## src/bvd_pkg.sv

```systemverilog
package bvd_pkg;
  // register byte offsets
  localparam logic [3:0] BVD_OFF_CTRL = 4'h0;
  localparam logic [3:0] BVD_OFF_STAT = 4'h4;
  localparam logic [3:0] BVD_OFF_MASK = 4'h8;
  // control register field positions
  localparam int BVD_BIT_SERR = 17;
  localparam int BVD_BIT_VGA = 19;
  localparam int BVD_BIT_V16 = 20;
  localparam int BVD_BIT_ABRT = 21;
  localparam int BVD_BIT_IOEN = 0;
  localparam int BVD_BIT_MEMEN = 1;
  localparam int BVD_BIT_ISA = 18;
  localparam int BVD_BIT_AER = 2;
  localparam int BVD_BIT_FATAL = 3;
  localparam logic [31:0] BVD_CTRL_WMASK = 32'h003e_000f;
  localparam logic [31:0] BVD_CTRL_RST = 32'h0000_0000;
  // status bits
  localparam int BVD_ST_URTA = 0;
  localparam int BVD_ST_DROP = 1;
  localparam int BVD_ST_MSG = 2;
  localparam int BVD_ST_BLK = 3;
  localparam int BVD_NST = 4;
  // legacy video windows
  localparam logic [31:0] BVD_VMEM_LO = 32'h000a_0000;
  localparam logic [31:0] BVD_VMEM_HI = 32'h000b_ffff;
  localparam logic [9:0] BVD_VIO_A_LO = 10'h3b0;
  localparam logic [9:0] BVD_VIO_A_HI = 10'h3bb;
  localparam logic [9:0] BVD_VIO_B_LO = 10'h3c0;
  localparam logic [9:0] BVD_VIO_B_HI = 10'h3df;
  localparam logic [15:0] BVD_IO_UPPER = 16'h0000;
  localparam logic [5:0] BVD_IO_ALIAS = 6'h00;
  localparam logic [31:0] BVD_ALL_ONES = 32'hffff_ffff;
  // decode request
  typedef struct packed {
    logic valid;
    logic is_io;
    logic upstream;
    logic [31:0] addr;
    logic in_window;
  } bvd_req_t;
  // abort event
  typedef struct packed {
    logic valid;
    logic from_pcie_ur;
    logic posted;
    logic is_read;
  } bvd_abort_t;
  // abort verdict
  typedef struct packed {
    logic valid;
    logic ret_ones;
    logic target_abort;
    logic complete_ok;
    logic discard;
    logic msg_nonfatal;
    logic msg_fatal;
  } bvd_verdict_t;
endpackage

```

## src/bvd_top.sv

```systemverilog
// Summary of operation
// - mode clear, PCI mode: UR gives all-ones read data, I/O writes complete normally
// - mode clear: master-aborted posted write is dropped silently, no error
// - mode set, PCI mode: UR completion signalled to PCI master as target-abort
// - mode set: aborted posted write sends nonfatal or fatal message if system-error enabled
// - decode-width select 1 decodes full 16 bits, 0 decodes 10 bits
// - decode-width select matters only while video forwarding is enabled
// - video forwarding forwards memory in the legacy frame-buffer window downstream
// - video forwarding forwards I/O with zero upper half in the video port ranges
// - 10-bit decoding ignores address bits 15 to 10
// - video forwarding blocks upstream requests to legacy video addresses
// - video forwarding ignores ISA control and base/limit windows
// - downstream video forwarding still needs memory and I/O space enables
// - video forwarding off: downstream video addresses pass only inside configured windows, upstream ones only outside them
// - master-abort on either side handled per the abort-report mode
module bvd_top (
  input wire logic sys_clk, // 125 MHz clock
  input wire logic rst, // async reset, active high
  input wire logic [3:0] avs_address, // byte address
  input wire logic avs_read, // read strobe
  input wire logic avs_write, // write strobe
  input wire logic [31:0] avs_writedata, // write data
  input wire logic [3:0] avs_byteenable, // byte lanes
  output logic [31:0] avs_readdata, // read data
  output logic avs_waitrequest, // stall
  input wire bvd_pkg::bvd_req_t req_in, // decode request
  output logic req_fwd, // request forwarded
  output logic req_blk, // request refused
  output logic req_done, // decode verdict valid
  input wire logic pci_mode, // secondary in PCI mode
  input wire bvd_pkg::bvd_abort_t abort_in, // abort event
  output bvd_pkg::bvd_verdict_t verdict, // abort handling
  output logic [31:0] abort_rdata, // read data for aborted read
  output logic irq // level interrupt
);
  logic [31:0] ctrl;
  logic [bvd_pkg::BVD_NST-1:0] stat;
  logic [bvd_pkg::BVD_NST-1:0] mask;
  logic acc_pend;
  logic [bvd_pkg::BVD_NST-1:0] ev;
  logic [bvd_pkg::BVD_NST-1:0] w1c;
  logic [31:0] wbits;
  logic vga_en;
  logic v16;
  logic mode;
  logic vmem_hit;
  logic vio_hit;
  logic vhit;
  logic space_en;
  logic next_fwd;
  logic next_blk;
  bvd_pkg::bvd_verdict_t next_verdict;
  // bus strobes: take on the first edge, commit on the answer edge
  logic acc_req;
  logic acc_take;
  logic rd_take;
  logic wr_ctrl;
  logic wr_stat;
  logic wr_mask;
  // sticky status as it will stand after this edge
  logic [bvd_pkg::BVD_NST-1:0] next_stat;
  // pieces of the legacy video I/O match
  logic vio_upper_ok;
  logic vio_alias_ok;
  logic vio_a_hit;
  logic vio_b_hit;
  logic [9:0] vio_low;

  // status and mask are written through byte lane 0 only
  if (bvd_pkg::BVD_NST > 8) begin : g_chk_nst
    $error("status field does not fit byte lane 0");
  end
  // every control field must sit inside the 32-bit register
  if (bvd_pkg::BVD_BIT_ABRT > 31 || bvd_pkg::BVD_BIT_V16 > 31 || bvd_pkg::BVD_BIT_VGA > 31) begin : g_chk_vfld
    $error("video or abort field outside the control register");
  end
  if (bvd_pkg::BVD_BIT_SERR > 31 || bvd_pkg::BVD_BIT_FATAL > 31 || bvd_pkg::BVD_BIT_AER > 31) begin : g_chk_efld
    $error("error field outside the control register");
  end
  // the three software fields must be writable
  if (bvd_pkg::BVD_CTRL_WMASK[bvd_pkg::BVD_BIT_ABRT] != 1'b1 ||
      bvd_pkg::BVD_CTRL_WMASK[bvd_pkg::BVD_BIT_V16] != 1'b1 ||
      bvd_pkg::BVD_CTRL_WMASK[bvd_pkg::BVD_BIT_VGA] != 1'b1) begin : g_chk_wmask
    $error("software fields missing from the write mask");
  end
  // the space enables must be writable as well
  if (bvd_pkg::BVD_CTRL_WMASK[bvd_pkg::BVD_BIT_IOEN] != 1'b1 ||
      bvd_pkg::BVD_CTRL_WMASK[bvd_pkg::BVD_BIT_MEMEN] != 1'b1) begin : g_chk_space
    $error("space enables missing from the write mask");
  end
  // software fields come out of reset cleared
  if (bvd_pkg::BVD_CTRL_RST[bvd_pkg::BVD_BIT_ABRT] != 1'b0 ||
      bvd_pkg::BVD_CTRL_RST[bvd_pkg::BVD_BIT_V16] != 1'b0 ||
      bvd_pkg::BVD_CTRL_RST[bvd_pkg::BVD_BIT_VGA] != 1'b0) begin : g_chk_rst
    $error("software fields not cleared by reset");
  end
  // the video windows must be ordered
  if (bvd_pkg::BVD_VIO_A_LO > bvd_pkg::BVD_VIO_A_HI || bvd_pkg::BVD_VIO_B_LO > bvd_pkg::BVD_VIO_B_HI) begin : g_chk_vio
    $error("video I/O range bounds reversed");
  end
  if (bvd_pkg::BVD_VMEM_LO > bvd_pkg::BVD_VMEM_HI) begin : g_chk_vmem
    $error("video memory window bounds reversed");
  end
  // the three registers need distinct offsets
  if (bvd_pkg::BVD_OFF_CTRL == bvd_pkg::BVD_OFF_STAT || bvd_pkg::BVD_OFF_CTRL == bvd_pkg::BVD_OFF_MASK ||
      bvd_pkg::BVD_OFF_STAT == bvd_pkg::BVD_OFF_MASK) begin : g_chk_off
    $error("register offsets overlap");
  end
  // every status event needs a bit inside the status field
  if (bvd_pkg::BVD_ST_URTA >= bvd_pkg::BVD_NST || bvd_pkg::BVD_ST_DROP >= bvd_pkg::BVD_NST ||
      bvd_pkg::BVD_ST_MSG >= bvd_pkg::BVD_NST || bvd_pkg::BVD_ST_BLK >= bvd_pkg::BVD_NST) begin : g_chk_st
    $error("status event outside the status field");
  end

  // byte enables widened to a bit mask
  genvar gi;
  generate
    for (gi = 0; gi < 4; gi++) begin : g_be
      assign wbits[gi*8 +: 8] = {8{avs_byteenable[gi]}};
    end
  endgenerate

  assign vga_en = ctrl[bvd_pkg::BVD_BIT_VGA];
  assign v16 = ctrl[bvd_pkg::BVD_BIT_V16];
  assign mode = ctrl[bvd_pkg::BVD_BIT_ABRT];

  // an access is taken while no answer is pending and committed on the answer edge
  assign acc_req = avs_read | avs_write;
  assign acc_take = acc_req & ~acc_pend;
  assign rd_take = avs_read & ~acc_pend;
  // register selects for the commit edge
  assign wr_ctrl = avs_write & acc_pend & (avs_address == bvd_pkg::BVD_OFF_CTRL);
  assign wr_stat = avs_write & acc_pend & avs_byteenable[0] & (avs_address == bvd_pkg::BVD_OFF_STAT);
  assign wr_mask = avs_write & acc_pend & avs_byteenable[0] & (avs_address == bvd_pkg::BVD_OFF_MASK);

  // one wait cycle per access, answer on the second edge
  always_ff @(posedge sys_clk or posedge rst) begin
    if (rst) begin
      acc_pend <= 1'b0;
    end else begin
      acc_pend <= acc_take;
    end
  end

  always_ff @(posedge sys_clk or posedge rst) begin
    if (rst) begin
      avs_waitrequest <= 1'b1;
    end else begin
      avs_waitrequest <= ~acc_take; // low for exactly the answer cycle
    end
  end

  // control register, writable fields only
  always_ff @(posedge sys_clk or posedge rst) begin
    if (rst) begin
      ctrl <= bvd_pkg::BVD_CTRL_RST;
    end else if (wr_ctrl) begin
      ctrl <= (ctrl & ~(wbits & bvd_pkg::BVD_CTRL_WMASK)) |
              (avs_writedata & wbits & bvd_pkg::BVD_CTRL_WMASK);
    end
  end

  // interrupt mask
  always_ff @(posedge sys_clk or posedge rst) begin
    if (rst) begin
      mask <= '0;
    end else if (wr_mask) begin
      mask <= avs_writedata[bvd_pkg::BVD_NST-1:0];
    end
  end

  // sticky status, set wins over write-one-clear
  assign w1c = wr_stat ? avs_writedata[bvd_pkg::BVD_NST-1:0] : '0;
  assign ev[bvd_pkg::BVD_ST_URTA] = next_verdict.target_abort;
  assign ev[bvd_pkg::BVD_ST_DROP] = next_verdict.discard;
  assign ev[bvd_pkg::BVD_ST_MSG] = next_verdict.msg_nonfatal | next_verdict.msg_fatal;
  assign ev[bvd_pkg::BVD_ST_BLK] = next_blk;
  // a new event in the clearing cycle keeps its bit set
  assign next_stat = (stat & ~w1c) | ev;

  always_ff @(posedge sys_clk or posedge rst) begin
    if (rst) begin
      stat <= '0;
    end else begin
      stat <= next_stat;
    end
  end

  always_ff @(posedge sys_clk or posedge rst) begin
    if (rst) begin
      irq <= 1'b0;
    end else begin
      irq <= |(next_stat & mask); // level, follows the status it reflects
    end
  end

  // read data mux, unmapped reads zero
  always_ff @(posedge sys_clk or posedge rst) begin
    if (rst) begin
      avs_readdata <= '0;
    end else if (rd_take) begin
      unique case (avs_address)
        bvd_pkg::BVD_OFF_CTRL: avs_readdata <= ctrl;
        bvd_pkg::BVD_OFF_STAT: avs_readdata <= {{(32-bvd_pkg::BVD_NST){1'b0}}, stat};
        bvd_pkg::BVD_OFF_MASK: avs_readdata <= {{(32-bvd_pkg::BVD_NST){1'b0}}, mask};
        default: avs_readdata <= '0;
      endcase
    end
  end

  // legacy video I/O match, split into its terms
  assign vio_low = req_in.addr[9:0];
  assign vio_upper_ok = (req_in.addr[31:16] == bvd_pkg::BVD_IO_UPPER);
  // 16-bit decode needs the alias bits clear, 10-bit decode ignores them
  assign vio_alias_ok = ~v16 | (req_in.addr[15:10] == bvd_pkg::BVD_IO_ALIAS);
  assign vio_a_hit = (vio_low >= bvd_pkg::BVD_VIO_A_LO) && (vio_low <= bvd_pkg::BVD_VIO_A_HI);
  assign vio_b_hit = (vio_low >= bvd_pkg::BVD_VIO_B_LO) && (vio_low <= bvd_pkg::BVD_VIO_B_HI);

  // memory window match and final video hit
  always_comb begin
    vmem_hit = (req_in.addr >= bvd_pkg::BVD_VMEM_LO) && (req_in.addr <= bvd_pkg::BVD_VMEM_HI);
    vio_hit = vio_upper_ok && vio_alias_ok && (vio_a_hit || vio_b_hit);
    // width select only reaches the verdict through vhit, so it is inert with forwarding off
    vhit = vga_en && (req_in.is_io ? vio_hit : vmem_hit);
  end

  // forwarding decision
  always_comb begin
    space_en = req_in.is_io ? ctrl[bvd_pkg::BVD_BIT_IOEN] : ctrl[bvd_pkg::BVD_BIT_MEMEN];
    next_fwd = 1'b0;
    next_blk = 1'b0;
    if (req_in.valid) begin
      if (req_in.upstream) begin
        next_blk = vhit;
        next_fwd = ~vhit & ~req_in.in_window;
      end else if (vhit) begin
        next_fwd = space_en;
        next_blk = ~space_en;
      end else begin
        next_fwd = space_en & req_in.in_window;
        next_blk = ~next_fwd;
      end
    end
  end

  // forward pulse, one cycle after the request
  always_ff @(posedge sys_clk or posedge rst) begin
    if (rst) begin
      req_fwd <= 1'b0;
    end else begin
      req_fwd <= next_fwd;
    end
  end

  // refuse pulse, never together with forward
  always_ff @(posedge sys_clk or posedge rst) begin
    if (rst) begin
      req_blk <= 1'b0;
    end else begin
      req_blk <= next_blk;
    end
  end

  // verdict strobe for the decode pulses
  always_ff @(posedge sys_clk or posedge rst) begin
    if (rst) begin
      req_done <= 1'b0;
    end else begin
      req_done <= req_in.valid;
    end
  end

  // abort handling per mode
  always_comb begin
    next_verdict = '0;
    if (abort_in.valid) begin
      next_verdict.valid = 1'b1;
      if (abort_in.posted) begin
        if (mode) begin
          next_verdict.discard = 1'b1;
          if (ctrl[bvd_pkg::BVD_BIT_SERR]) begin
            next_verdict.msg_fatal = ctrl[bvd_pkg::BVD_BIT_AER] & ctrl[bvd_pkg::BVD_BIT_FATAL];
            next_verdict.msg_nonfatal = ~next_verdict.msg_fatal;
          end
        end else begin
          next_verdict.discard = 1'b1;
        end
      end else if (mode & pci_mode) begin
        next_verdict.target_abort = 1'b1;
      end else begin
        next_verdict.ret_ones = abort_in.is_read;
        next_verdict.complete_ok = ~abort_in.is_read;
      end
    end
  end

  // abort verdict pulse, one cycle after the abort event
  always_ff @(posedge sys_clk or posedge rst) begin
    if (rst) begin
      verdict <= '0;
    end else begin
      verdict <= next_verdict;
    end
  end

  // read data returned for an aborted read, zero otherwise
  always_ff @(posedge sys_clk or posedge rst) begin
    if (rst) begin
      abort_rdata <= '0;
    end else begin
      abort_rdata <= next_verdict.ret_ones ? bvd_pkg::BVD_ALL_ONES : '0;
    end
  end
endmodule

```

## config.mk

```make
export PLATFORM = sky130hd
export DESIGN_NAME = bvd_top
export DESIGN_NICKNAME = d
export VERILOG_FILES = /design/src/bvd_pkg.sv /design/src/bvd_top.sv
export SDC_FILE = /design/constraint.sdc
export NUM_CORES = 1
export LEC_CHECK = 0
export ABC_AREA = 1
export BUFFER_PORTS_ARGS = -buffer_cell sky130_fd_sc_hd__buf_4
export CAP_MARGIN = 20
export CORE_ASPECT_RATIO = 0.6
export CORE_MARGIN = 2
export CORE_UTILIZATION = 44
export DETAILED_ROUTE_END_ITERATION = 8
export PLACE_DENSITY = 0.86
export SLEW_MARGIN = 10
export SYNTH_ARGS = -nofsm -noshare
export SYNTH_HDL_FRONTEND = slang
export SYNTH_SLANG_ARGS = --single-unit
```

## constraint.sdc

```tcl
create_clock -name sys_clk -period 2.22 [get_ports sys_clk]
set_input_delay 0.666 -clock sys_clk [delete_from_list [all_inputs] [get_ports sys_clk]]
set_output_delay 0.666 -clock sys_clk [all_outputs]
set_load 0.02 [all_outputs]
```

==> summary.txt <==
PD cells: 649 nW/um^2
Count of port buffers added during placement: 109
Fmax: 565 MHz
Number of buffers inserted by post-CTS setup repair: 0
Switching fraction of total power: 28.9%
Accumulated negative setup slack: 0 ns
Number of antenna violations at the first check in global routing: 0
Element type at the critical path start: register
Post-route clock period utilization: 79.7%
Internal power component: 0.00134 W
Fin cells: 416
Detailed Routing Iterations Pass 1: 4
Master cell of the clock root buffer: sky130_fd_sc_hd__clkbuf_8
Status: finished, final reports clean
Clock tree from TritonCTS: yes
Critical path start-end classification: reg2out
Critical path's slowest cell: sky130_fd_sc_hd__dfrtp_1
Fin Clk Skew: 0.00369 ns
CP peak stage delay: 0.33 ns
Y dimension of the die: 58.7 um
Number of buffers on the longest clock path: 2
Number of warnings issued by yosys: 0
Final Total Pwr: 0.00188 W
Ratio of cells with drive above 1 in the final layout: 39.7%
Path class of the lowest-slack min-delay path: in2async
Worst-path clk slew: 0.07 ns
Setup repair after global routing missed its margin: false
Worst r2r path cells: 13
Number of global-route vias before repair: 1688
Clock sink count: 39
Final-stage net count: 437
Gate power share: 23.0%
Count of boundary I/O pins: 161
Dominant cell type by area after synthesis: sky130_fd_sc_hd__dfrtp_1
Total instance count after detailed placement: 408
Count of nets left with antenna violations after detail routing: 0
Half-perimeter wire length of the detailed placement result: 4150 um
Drt first-iter violations: 74
Starting utilization of the core area: 46.8%
Endpoints failing hold: 0
Last weighted congestion value of the routability-driven placer: 0.826
Pin count of the biggest net entering global routing: 40
Global-route wire length before repair: 7820 um
H-tree level count: 2
Chip width: 95.1 um
Post-detailed-routing wire length: 4960 um
Mean area per synthesized cell: 8.24 um^2
Largest fanout on the critical path: 33
Routed vias: 1797
Final setup fails: 0
Maximum resistive drop on vdd: 0.345 mV
CP endpoint kind: output pin
Worst EP required: 1.55 ns
Number of buffers created by CTS: 5
Routed length per instance: 11.9 um
Unique masters post-synth: 30
Ant diodes: 0
Total global routing track utilization: 18.7%
Most frequent cells in the layout: sky130_fd_sc_hd__buf_4, sky130_fd_sc_hd__nand2_1, sky130_fd_sc_hd__dfrtp_1
Static Leakage: 1.66 nW
Critical Path Most Common Cell: sky130_fd_sc_hd__buf_4
Worst flop-to-flop path endpoint: irq$_DFF_PP0_
Total die area: 5580 um^2
Multi-input gate area in the final layout: 767 um^2
Mapped Area: 2190 um^2
Power dissipated by switching net loads: 0.000544 W
Clock period minus worst slack: 1.77 ns
Instance count of the mapped netlist: 266
Clock latency on the worst-skew pair: 0.29 ns
Filler Cell Count: 404
Most frequent standard cell in the layout excluding fill and tap cells: sky130_fd_sc_hd__buf_4
Post-route DRC: 0
Share of total power in sequential cells: 44.7%
Syn-to-layout area delta: 32.4%
Final hold slack: 0.488 ns
Clock network fraction of design power: 32.3%
Max-cap check violation count: 0
Sequential area share after synthesis: 44.6%
Data arrival time at the worst-slack endpoint: 1.10 ns
Post-synthesis register bit count: 39
Hold buffer count at CTS: 0
Placeable core area: 4680 um^2
Total grt overflow: 0
Number of max-slew violations in the final report: 0
Count of standard-cell rows: 19
Top area cells in the synthesized netlist: sky130_fd_sc_hd__dfrtp_1, sky130_fd_sc_hd__buf_4, sky130_fd_sc_hd__nand2_1, sky130_fd_sc_hd__inv_1, sky130_fd_sc_hd__o21ai_0
Register cell area after layout: 977 um^2
Series of cell instances along the critical path: buf_4 -> buf_4
Via-to-Cell Ratio: 4.32
Post-CTS Resized: 0
Reg-to-reg slack, setup: 0.71 ns
Area share of the largest cell type after synthesis: 43.4%
## logic make-up after synthesis
kind of cell	after synthesis	synth area share (%)
simple gates	111	23.0
other cells	1	0.171
mux	1	0.514
compound gates	28	7.54
flops	39	44.6
buf+inv	86	24.2
## through the flow
step,area (um^2),setup WS [ns],util [%]
final,2900,0.451,62.0
after global routing,2900,0.292,62.0
after CTS,2900,0.429,62.0
after detailed placement,2780,0.215,59.4
after global placement,2780,0.231,59.4
after floorplan,2270,0.395,-
## critical path, delay by kind of cell, from the launching register on
family,cells,cell delay (ns)
DFF,1,0.33
buffers and inverters,2,0.48
## cell usage after synthesis, drive strengths merged
cell type  number
buf            55
and3            2
o21ai          20
nand3          12
dfrtp          38
nor2           18
mux2            1
conb            1
nor2b           1
nor3            4
a22o            1
nor3b           1
nand2          73
a21oi           3
clkbuf          1
o31ai           4
inv            30
dfstp           1
## per-layer routing
layer,global-route usage [%],part of all wire (%),vias to the layer above
li1,-,-,917
met1,26.1,46,800
met2,27.2,44,72
met3,7.04,8.4,8
met4,6.00,1.4,0
met5,0,0,-
## power by group through the flow
stage	Sequential [W]	Clock [W]	Combinational (W)
global placement	0.000850	0	0.000424
floorplan	0.000879	0	0.000264
finish	0.000842	0.000608	0.000432
detailed placement	0.000855	0	0.000435
CTS	0.000841	0.000622	0.000436
global route	0.000851	0.000652	0.000478
## final cells by class
type	count	area share [%]
well taps	63	2.72
inverters	30	3.88
multi-input cells	163	26.4
repair buffers	113	29.2
clock buffers	6	2.85
flip-flops and latches	39	33.7
clock inverters	2	1.21
## worst max-delay path by stage
stage	end	cells past startpoint	startpoint	slack (ns)
4_1_cts	abort_rdata[18]	2	abort_rdata[30]$_DFF_PP0_	0.43
5_1_grt	irq$_DFF_PP0_	15	req_in[22]	0.29
2_1_floorplan	abort_rdata[10]	1	abort_rdata[30]$_DFF_PP0_	0.39
6_report	abort_rdata[27]	2	abort_rdata[30]$_DFF_PP0_	0.45
3_3_place_gp	irq$_DFF_PP0_	15	req_in[22]	0.23
3_5_place_dp	irq$_DFF_PP0_	15	req_in[22]	0.21
Power figures use the tool's default switching activity.
